[src/pkg/ddps_regs.vh]
// Register constants for the dual data pointer select block.
// Assumes inclusion by bare name from the design file.
`ifndef DDPS_REGS_VH
`define DDPS_REGS_VH
// ========================================
// Register map
`define DDPS_AUX_ADDR 8'hA2
`define DDPS_PTR_FIRST_LO_ADDR 8'h82
`define DDPS_PTR_FIRST_HI_ADDR 8'h83
// ========================================
// Field positions
`define DDPS_SEL_BIT 0
`define DDPS_ZERO_BIT 2
`define DDPS_FLAG_BIT 3
`define DDPS_BOOT_BIT 5
// ========================================
// Reset values and boot window
`define DDPS_SEL_RST 1'h0
`define DDPS_FLAG_RST 1'h0
`define DDPS_BOOT_RST 1'h0
`define DDPS_RDATA_RST 8'h00
`define DDPS_HIT_RST 1'h0
`define DDPS_PTR_RST 16'h0000
`define DDPS_BOOT_BASE 16'hF800
`endif

[src/verilog/ddps_dual_pointer.v]
// Dual 16-bit data pointer pair with auxiliary select/control register.
// Assumes the core drives a one-cycle SFR write or increment strobe on sys_clk_i.
`timescale 1ns/1ns
`default_nettype none
`include "ddps_regs.vh"

// Contract
// RULE1: Two independent 16-bit pointers, either may address external data.
// RULE2: Accesses and pointer operations use the pointer the select bit designates.
// RULE3: Select bit 0 clear picks first pointer, set picks second.
// RULE4: Boot enable bit 5 maps boot memory at F800h to FFFFh when set.
// RULE5: Bit 2 reads zero, ignores writes, so increment toggles select only.
// RULE6: Incrementing the register inverts select, never forces it.
// RULE7: Software never writes ones to reserved bits 7, 6, 4, 1.
// RULE8: Reset clears select and bit 2; other bits have a plain reset.
// RULE9: User flag bit 3 stores writes, reads back, drives nothing.
module ddps_dual_pointer
(
  input wire sys_clk_i,
  input wire arst_n_i,
  input wire [7:0] sfr_addr_i,
  input wire [7:0] sfr_wdata_i,
  input wire sfr_wr_i,
  input wire sfr_inc_i,
  input wire ptr_inc_i,
  input wire [15:0] xaddr_i,
  output reg [7:0] sfr_rdata_o,
  output reg sfr_hit_o,
  output reg [15:0] ptr_addr_o,
  output reg pointer_select_o,
  output reg boot_hit_o
);

  // ========================================
  // State, next values and decode results
  wire [31:0] ptr_bank;
  wire [15:0] pointer_first;
  wire [15:0] pointer_second;
  wire aux_hit;
  wire ptr_lo_hit;
  wire ptr_hi_hit;
  reg pointer_select_reg;
  reg pointer_select_next;
  reg boot_map_enable_reg;
  reg boot_map_enable_next;
  reg user_flag_bit_reg;
  reg user_flag_bit_next;
  reg [7:0] aux_now;
  reg [7:0] aux_sum;
  reg [7:0] aux_image_next;
  reg [15:0] ptr_sel;
  reg [15:0] ptr_addr_next;
  reg [7:0] rdata_next;
  reg sfr_hit_next;
  reg boot_hit_next;
  genvar g;

  // ========================================
  // Address decode and register image
  function is_aux_addr;
    input [7:0] addr;
    begin
      is_aux_addr = (addr == `DDPS_AUX_ADDR);
    end
  endfunction

  function is_ptr_lo_addr;
    input [7:0] addr;
    begin
      is_ptr_lo_addr = (addr == `DDPS_PTR_FIRST_LO_ADDR);
    end
  endfunction

  function is_ptr_hi_addr;
    input [7:0] addr;
    begin
      is_ptr_hi_addr = (addr == `DDPS_PTR_FIRST_HI_ADDR);
    end
  endfunction

  // Reserved bits and bit 2 always read back as zero
  function [7:0] aux_image;
    input sel;
    input flag;
    input boot;
    begin
      aux_image = 8'h00;
      aux_image[`DDPS_SEL_BIT] = sel;
      aux_image[`DDPS_FLAG_BIT] = flag;
      aux_image[`DDPS_BOOT_BIT] = boot;
      aux_image[`DDPS_ZERO_BIT] = 1'b0; // RULE5
    end
  endfunction

  assign aux_hit = is_aux_addr(sfr_addr_i);
  assign ptr_lo_hit = is_ptr_lo_addr(sfr_addr_i);
  assign ptr_hi_hit = is_ptr_hi_addr(sfr_addr_i);

  // ========================================
  // Auxiliary register next state
  always @*
  begin
    aux_now = aux_image(pointer_select_reg, user_flag_bit_reg, boot_map_enable_reg);
    // Bit 1 held at zero stops the carry at bit 1, so the flag stays put
    aux_sum = aux_now + 8'h01; // RULE6
    pointer_select_next = pointer_select_reg;
    user_flag_bit_next = user_flag_bit_reg;
    boot_map_enable_next = boot_map_enable_reg;
    if (aux_hit && sfr_wr_i)
    begin
      pointer_select_next = sfr_wdata_i[`DDPS_SEL_BIT]; // RULE3
      user_flag_bit_next = sfr_wdata_i[`DDPS_FLAG_BIT]; // RULE9
      boot_map_enable_next = sfr_wdata_i[`DDPS_BOOT_BIT];
    end
    else if (aux_hit && sfr_inc_i)
    begin
      pointer_select_next = aux_sum[`DDPS_SEL_BIT]; // RULE6
      user_flag_bit_next = aux_sum[`DDPS_FLAG_BIT];
      boot_map_enable_next = aux_sum[`DDPS_BOOT_BIT];
    end
    aux_image_next = aux_image(pointer_select_next, user_flag_bit_next, boot_map_enable_next); // RULE5
  end

  always @(posedge sys_clk_i or negedge arst_n_i)
  begin
    if (!arst_n_i)
    begin
      pointer_select_reg <= `DDPS_SEL_RST; // RULE8
      boot_map_enable_reg <= `DDPS_BOOT_RST;
      user_flag_bit_reg <= `DDPS_FLAG_RST;
    end
    else
    begin
      pointer_select_reg <= pointer_select_next; // RULE6
      boot_map_enable_reg <= boot_map_enable_next;
      user_flag_bit_reg <= user_flag_bit_next; // RULE9
    end
  end

  // ========================================
  // Pointer pair, one slot per pointer; only the selected slot moves
  generate
    for (g = 0; g < 2; g = g + 1)
    begin : gen_ptr
      reg [15:0] pointer_reg;
      reg [15:0] pointer_next;
      wire slot_active;

      assign slot_active = (g == 1) ? pointer_select_reg : ~pointer_select_reg;

      always @*
      begin
        pointer_next = pointer_reg;
        if (slot_active) // RULE2
        begin
          if (sfr_wr_i && ptr_lo_hit)
            pointer_next = {pointer_reg[15:8], sfr_wdata_i};
          else if (sfr_wr_i && ptr_hi_hit)
            pointer_next = {sfr_wdata_i, pointer_reg[7:0]};
          else if (ptr_inc_i)
            pointer_next = pointer_reg + 16'h0001; // RULE1
        end
      end

      always @(posedge sys_clk_i or negedge arst_n_i)
      begin
        if (!arst_n_i)
          pointer_reg <= `DDPS_PTR_RST;
        else
          pointer_reg <= pointer_next;
      end

      assign ptr_bank[16 * g +: 16] = pointer_reg;
    end
  endgenerate

  assign pointer_first = ptr_bank[15:0];
  assign pointer_second = ptr_bank[31:16];

  // ========================================
  // Pointer views for reads and for the address output
  always @*
  begin
    ptr_sel = pointer_select_reg ? pointer_second : pointer_first; // RULE3
  end

  always @*
  begin
    ptr_addr_next = pointer_select_next ? pointer_second : pointer_first; // RULE2
  end

  // ========================================
  // Read path and output next values
  always @*
  begin
    rdata_next = `DDPS_RDATA_RST;
    if (aux_hit)
      rdata_next = aux_image_next; // RULE9
    else if (ptr_lo_hit)
      rdata_next = ptr_sel[7:0];
    else if (ptr_hi_hit)
      rdata_next = ptr_sel[15:8];
  end

  always @*
  begin
    sfr_hit_next = aux_hit || ptr_lo_hit || ptr_hi_hit;
    boot_hit_next = boot_map_enable_next && (xaddr_i >= `DDPS_BOOT_BASE); // RULE4
  end

  // ========================================
  // Registered outputs
  always @(posedge sys_clk_i or negedge arst_n_i)
  begin
    if (!arst_n_i)
    begin
      sfr_rdata_o <= `DDPS_RDATA_RST;
      sfr_hit_o <= `DDPS_HIT_RST;
      ptr_addr_o <= `DDPS_PTR_RST;
      pointer_select_o <= `DDPS_SEL_RST; // RULE8
      boot_hit_o <= `DDPS_HIT_RST;
    end
    else
    begin
      sfr_rdata_o <= rdata_next;
      sfr_hit_o <= sfr_hit_next;
      ptr_addr_o <= ptr_addr_next; // RULE2
      pointer_select_o <= pointer_select_next;
      boot_hit_o <= boot_hit_next; // RULE4
    end
  end

endmodule
`default_nettype wire

[config.mk]
export PLATFORM = sky130hd
export DESIGN_NAME = ddps_dual_pointer
export DESIGN_NICKNAME = d
export VERILOG_FILES = /design/src/verilog/ddps_dual_pointer.v
export VERILOG_INCLUDE_DIRS = /design/src /design/src/pkg
export SDC_FILE = /design/constraint.sdc
export NUM_CORES = 1
export LEC_CHECK = 0
export BUFFER_PORTS_ARGS = -buffer_cell sky130_fd_sc_hd__buf_2
export CAP_MARGIN = 5
export CORE_MARGIN = 4
export CORE_UTILIZATION = 39
export CTS_BUF_LIST = sky130_fd_sc_hd__clkbuf_8
export DETAILED_ROUTE_END_ITERATION = 6
export GPL_ROUTABILITY_DRIVEN = 0
export PLACE_DENSITY = 0.7
export SLEW_MARGIN = 20
export SYNTH_ARGS = -nofsm -noshare
export SYNTH_HDL_FRONTEND = slang
export SYNTH_SLANG_ARGS = --single-unit
[constraint.sdc]
create_clock -name sys_clk_i -period 2 [get_ports sys_clk_i]
set_input_delay 0.4 -clock sys_clk_i [delete_from_list [all_inputs] [get_ports sys_clk_i]]
set_output_delay 0.4 -clock sys_clk_i [all_outputs]
set_load 0.005 [all_outputs]
==> results of run 1 <==
## worst register-to-register path, cell delays in order (launching register included)
cell     delay (ns)
dfrtp_1        0.35
nand3_1        0.11
or3_1          0.44
nor4_1         0.42
a31oi_1        0.15
o22a_1         0.21
## worst paths after layout
path                                         endpoint                       from  depth (start not counted)
min reg2reg                         user_flag_bit_reg          user_flag_bit_reg                          1
max reg2reg                gen_ptr[0].pointer_reg[15]  gen_ptr[0].pointer_reg[2]                          5
max                         gen_ptr[0].pointer_reg[7]              sfr_addr_i[5]                          8
min                                        boot_hit_o                   arst_n_i                          2
max in group asynchronous              ptr_addr_o[14]                   arst_n_i                          2
min in group sys_clk_i                     boot_hit_o                xaddr_i[11]                          2
## cells in the final DEF (no fill, tap or decap), types with 4 or more instances in the layout
| cell | netlist | routed |
|---|---|---|
| nand3_1 | 28 | 28 |
| nor3_1 | 6 | 6 |
| mux4_2 | 7 | 7 |
| buf_2 | 8 | 52 |
| dfrtp_1 | 61 | 61 |
| o21ai_0 | 29 | 29 |
| mux2_2 | 12 | 12 |
| a31oi_1 | 12 | 12 |
| a21oi_1 | 40 | 40 |
| o22a_1 | 10 | 10 |
| and3_1 | 13 | 13 |
| buf_12 | 0 | 4 |
| and4_1 | 4 | 4 |
| nand4_1 | 7 | 7 |
| a221o_1 | 5 | 5 |
| inv_1 | 8 | 8 |
| nor2b_1 | 6 | 6 |
| buf_4 | 0 | 48 |
| nand2_1 | 27 | 27 |
| clkbuf_8 | 0 | 11 |
| nor2_1 | 25 | 25 |
## cell type report
class                      count  area share [%]
inverter                       8          0.6608
tap                          108           2.974
clock buffer                  11           3.331
multi-input combinational    290           42.73
timing repair buffer         104           15.42
clock inverter                 5           1.294
sequential                    61           33.59
## layer usage
layer | track usage [%] | wire length [µm]
met5 | 0 | 0
met4 | 7.123 | 335
met3 | 4.097 | 897
met2 | 32.45 | 5150
met1 | 26.22 | 4623
## report_power, final
| group | total, mW | internal (mW) | switching, mW | leakage [nW] |
|---|---|---|---|---|
| sequential | 1.55 | 1.41 | 0.141 | 0.779 |
| combinational | 0.951 | 0.445 | 0.506 | 1.15 |
| clock | 1.15 | 0.643 | 0.506 | 0.102 |
| total | 3.65 | 2.49 | 1.15 | 2.03 |
## logic make-up after synthesis
| family | after synthesis | share of synthesized area (%) |
|---|---|---|
| buffers and inverters | 34 | 4.022 |
| muxes | 22 | 8.946 |
| DFF | 61 | 42.30 |
| AOI/OAI and AO/OA | 126 | 22.43 |
| adders and majority gates | 2 | 0.6934 |
| xor gates and xnor gates | 1 | 0.2428 |
| and+or+nand+nor | 139 | 21.36 |
==> impl_metrics.toml, run 1 <==
[global_route]
grt_pass1_vias = 3354
antenna_found_initial = 0
grt.total_usage_pct = 19.89
grt_pass1_wl_um = 17390
grt_max_degree = 62
grt_overflow = 0

[cells_and_area]
nFillCells = 793
final_cell_count_no_fill = 587
fin_nets = 513
fin_area_um2 = 4544
area_growth_pct = 25.94
n_antenna_cell = 0
largest_reg_flops = 32
drive_above_1_share_pct = 30.90
multiInputGateArea_um2 = 1942
seq_area_um2 = 1526
final_core_util_pct = 51.36

[synthesis]
ys_types = 57
synth-async-reset-ratio_pct = 100.0
synthTopCellsByCount = "61 x dfrtp_1, 40 x a21oi_1, 29 x o21ai_0, 28 x nand3_1, 27 x nand2_1"
syn_area_per_cell_um2 = 9.373
yosysMostFrequentCell = "dfrtp_1"
synth.yosys.warnings = 0
netlist_area_um2 = 3608
ys_seq_area_share_pct = 42.30
netlist_top_cells_area = "dfrtp_1 42%, a21oi_1 5.5%, mux4_2 4.4%"
syn_inst = 385
synth_edf_count = 0
synth_flop_cell = "dfrtp_1"
synth_top_cell_area_share_pct = 42.30
yosysTopAreaCell = "dfrtp_1"
ys_seq_elements = 61
syn-num-nets = 424

[route]
vias = 3579
vias_per_cell = 6.097
drc = 0
drt-total-wl_um = 11010
firstDrtPassIters = 5
wl_per_cell_um = 18.75
drt_iter0_drc = 363
postRouteAntennaNets = 0

[floorplan]
core_area_um2 = 8848
initial_core_util_pct = 40.78
chipWidth_um = 104.2
fp.dieH_um = 104.2
die_area_um2 = 10860
io_pins = 64
fp-row-count = 34

[timing]
drv_slew = 0
fmax_ghz = 0.5350
rsz0062_at_grt = "false"
finalCritPeriodShare_pct = 93.46
setup_violations = 0
setup_slack_ns = 0.1308
min_period_ns = 1.869
finalSetupTns_ns = 0
max_slew_margin_pct = 63.23
hold_viol_final = 0
fin_skew_ns = 0.01121
worst_slew_pin_slew_ns = 0.5516
whs_ns = 0.04235

[cts]
h-tree-depth = 3
hold_buffers = 0
clock_latency_ns = 0.35
cts_tree = "done"
cts_resized = 0
cts_root_buf = "clkbuf_8"
clk_path_buf_depth = 2
post-cts-setup-buffers = 0
clock-sinks = 61
cts_buffers = 9
clk_pin_slew_ns = 0.07

[placed_design]
dpl_cell_area_um2 = 4334
dp.cells = 571
dp_slack_ns = -0.2005
dp_hpwl_um = 7906
port_buffers = 52

[flow_run]
maxCapViolCount = 0

[worst_setup_path]
worstPathRequired_ns = 2.23
timing_worst_setup_path_type = "in2reg"
crit_path_max_fanout = 12
cp_common_cell = "buf_4"
end_kind = "flip-flop"
r2r_slack_ns = 0.22
crit_chain = "buf_2 > buf_4 > nor4b_2 > buf_4 > a21oi_1 > o21bai_2 > nor2_1 > a211o_1"
start_kind = "input port"
slowest_stage = "o21bai_2"
worstPathArrival_ns = 2.10
path_delay_family = "compound AO/OA/AOI/OAI gates"
cp_num_buf_inv = 3
cpPeakStageDelay_ns = 0.44

[power_and_ir_drop]
p_per_area_nw_per_um2 = 802.3
p_leak_nw = 2.030
ir_worst_vdd_mv = 0.3015
total_power_mw = 3.646

[min_path]
hold_class = "in2async"

[status]
status = "finished clean"
Power figures use the tool's default switching activity.
==> run 2: changes to the inputs <==
--- a/config.mk
+++ b/config.mk
@@ -8,12 +8,10 @@
 export LEC_CHECK = 0
 export BUFFER_PORTS_ARGS = -buffer_cell sky130_fd_sc_hd__buf_2
 export CAP_MARGIN = 5
-export CORE_MARGIN = 4
 export CORE_UTILIZATION = 39
-export CTS_BUF_LIST = sky130_fd_sc_hd__clkbuf_8
 export DETAILED_ROUTE_END_ITERATION = 6
 export GPL_ROUTABILITY_DRIVEN = 0
-export PLACE_DENSITY = 0.7
+export PLACE_DENSITY = 0.6
 export SLEW_MARGIN = 20
 export SYNTH_ARGS = -nofsm -noshare
 export SYNTH_HDL_FRONTEND = slang
==> run 2 against run 1 <==
The run now ends with DRC left. Utilization is 0.16 points higher. Global-route usage is 5.1 points higher. Clock power is 3% lower. Die area is 11% lower. Clock skew is 0.0013 ns higher. Maximum frequency is 3.6% higher. Via count is 0.98% lower. Non-clock buffer count is 3 higher. Critical path depth is 3 lower. Critical path type is now reg2reg. Critical endpoint is now gen_ptr[0].pointer_reg[15]. Largest cell class unchanged. Highest routed layer unchanged.
==> impl_metrics.toml, run 2 (synthesis gave the netlist of run 1 again) <==
[timing]
worst_slew_pin_slew_ns = 0.5961
finalSetupTns_ns = 0
fin_skew_ns = 0.01252
fmax_ghz = 0.5541
setup_violations = 0
hold_viol_final = 0
rsz0062_at_grt = "false"
setup_slack_ns = 0.1952
drv_slew = 0
finalCritPeriodShare_pct = 90.24
max_slew_margin_pct = 60.26
whs_ns = 0.2907
min_period_ns = 1.805

[cts]
cts_root_buf = "clkbuf_8"
post-cts-setup-buffers = 0
clk_pin_slew_ns = 0.07
clock-sinks = 61
clk_path_buf_depth = 2
cts_tree = "done"
clock_latency_ns = 0.35
h-tree-depth = 3
cts_buffers = 9

[floorplan]
fp-row-count = 34
die_area_um2 = 9641
core_area_um2 = 8848
fp.dieH_um = 98.19
chipWidth_um = 98.19
initial_core_util_pct = 40.78
io_pins = 64

[route]
drt_iter0_drc = 299
vias = 3544
wl_per_cell_um = 19.07
vias_per_cell = 6.007
postRouteAntennaNets = 0
firstDrtPassIters = 7
drc = 10
drt-total-wl_um = 11250

[cells_and_area]
n_antenna_cell = 0
nFillCells = 832
fin_nets = 516
largest_reg_flops = 32
final_core_util_pct = 51.51
area_growth_pct = 26.32
drive_above_1_share_pct = 31.33
final_cell_count_no_fill = 590
layout_commonest_cell = "dfrtp_1"
layout_common_cells = "60 x dfrtp_1, 52 x buf_2, 50 x buf_4"

[worst_setup_path]
r2r_cells = 5
r2r_slack_ns = 0.20
end_kind = "flip-flop"
worstPathRequired_ns = 2.24
timing_worst_setup_path_type = "reg2reg"
worstPathArrival_ns = 2.04
path_delay_family = "simple AND/OR/NAND/NOR gates"
critPathLaunch = "gen_ptr[0].pointer_reg[2]"
r2r-end = "gen_ptr[0].pointer_reg[15]"
cp_num_buf_inv = 0
start_kind = "flip-flop"
cp-endpoint = "gen_ptr[0].pointer_reg[15]"
r2r_start = "gen_ptr[0].pointer_reg[2]"
crit_cells = 5
crit_path_max_fanout = 2
cpPeakStageDelay_ns = 0.43
crit_chain = "nand3_1 > or3_1 > nor4_1 > a31oi_1 > o22a_1"
slowest_stage = "or3_1"

[status]
failed_checks = "DRC"
status = "finished, violations left"

[placed_design]
dp_hpwl_um = 8252
port_buffers = 52
dp_slack_ns = -0.1392
dp.cells = 573

[power_and_ir_drop]
p_leak_nw = 2.039
p_per_area_nw_per_um2 = 793.4
ir_worst_vdd_mv = 0.3187

[min_path]
hold_class = "in2reg"

[global_route]
top_usage_layer = "met2"
antenna_found_initial = 0
grtUsageMet1_pct = 33.46
grt_max_degree = 35
grt_pass1_wl_um = 18350
use_met2_pct = 38.62
grt_use_met3_pct = 5.512
grt.total_usage_pct = 24.95
grt_overflow = 0
grt_pass1_vias = 3472

[flow_run]
maxCapViolCount = 0
==> run 2: cell count changes in the layout (fill, tap and decap cells not counted) <==
cell | before | now
buf_4 | 48 | 50
clkinv_4 | 1 | 2
clkinvlp_4 | 2 | 1
dfrtp_2 | 0 | 1
dlygate4sd3_1 | 0 | 1
clkinv_2 | 1 | 2
dfrtp_1 | 61 | 60
inv_6 | 0 | 1
clkbuf_8 | 11 | 9
==> run 2: how the worst min path moves through the flow <==
| stage | slack, ns | cells past startpoint | start | to |
|---|---|---|---|---|
| after global routing | 0.31 | 2 | xaddr_i[11] | boot_hit_o |
| after floorplan | 0.10 | 0 | arst_n_i | boot_hit_o |
| after global placement | 0.28 | 1 | arst_n_i | boot_hit_o |
| final | 0.29 | 2 | xaddr_i[11] | boot_hit_o |
| after CTS | 0.29 | 2 | xaddr_i[11] | boot_hit_o |
| after detailed placement | 0.28 | 1 | arst_n_i | boot_hit_o |
==> run 2: repair_timing <==
action / 4_1_cts / 5_1_grt
resized for setup: 0 / 1
endpoints found under the hold margin: 9 / 0
endpoints found under the setup margin: 0 / 1
hold buffers: 1 / 0
==> run 2: routing by layer <==
layer  part of all wire [%]  routed length (µm)  vias to the layer above
met5                      0                   0                        -
met1                     45                5032                     1713
met2                     45                5097                      145
met3                    6.7                 749                       28
li1                       -                   -                     1658
met4                    3.3                 370                        0
==> run 2: area by class of cell <==
class                      count  area [µm²]  share of cell area (%)
multi-input combinational    290        1942                   42.60
sequential                    61        1528                   33.52
timing repair buffer         107       725.7                   15.92
tap                          108       135.1                   2.965
clock buffer                   9       123.9                   2.718
clock inverter                 7       73.82                   1.620
inverter                       8       30.03                  0.6588
==> run 2: stage by stage <==
stage | power (mW) | instance area [µm²]
final | 3.616 | 4558
after detailed placement | 2.512 | 4349
after global placement | 2.488 | 4349
after global routing | 3.814 | 4558
after floorplan | 2.043 | 3613
after CTS | 3.624 | 4557
==> run 2: power breakdown <==
part | switching, mW | internal [mW] | leakage, nW | total (mW)
clock network | 0.531 | 0.578 | 0.0996 | 1.11
registers | 0.147 | 1.41 | 0.778 | 1.55
logic | 0.501 | 0.452 | 1.16 | 0.953
total | 1.18 | 2.44 | 2.04 | 3.62
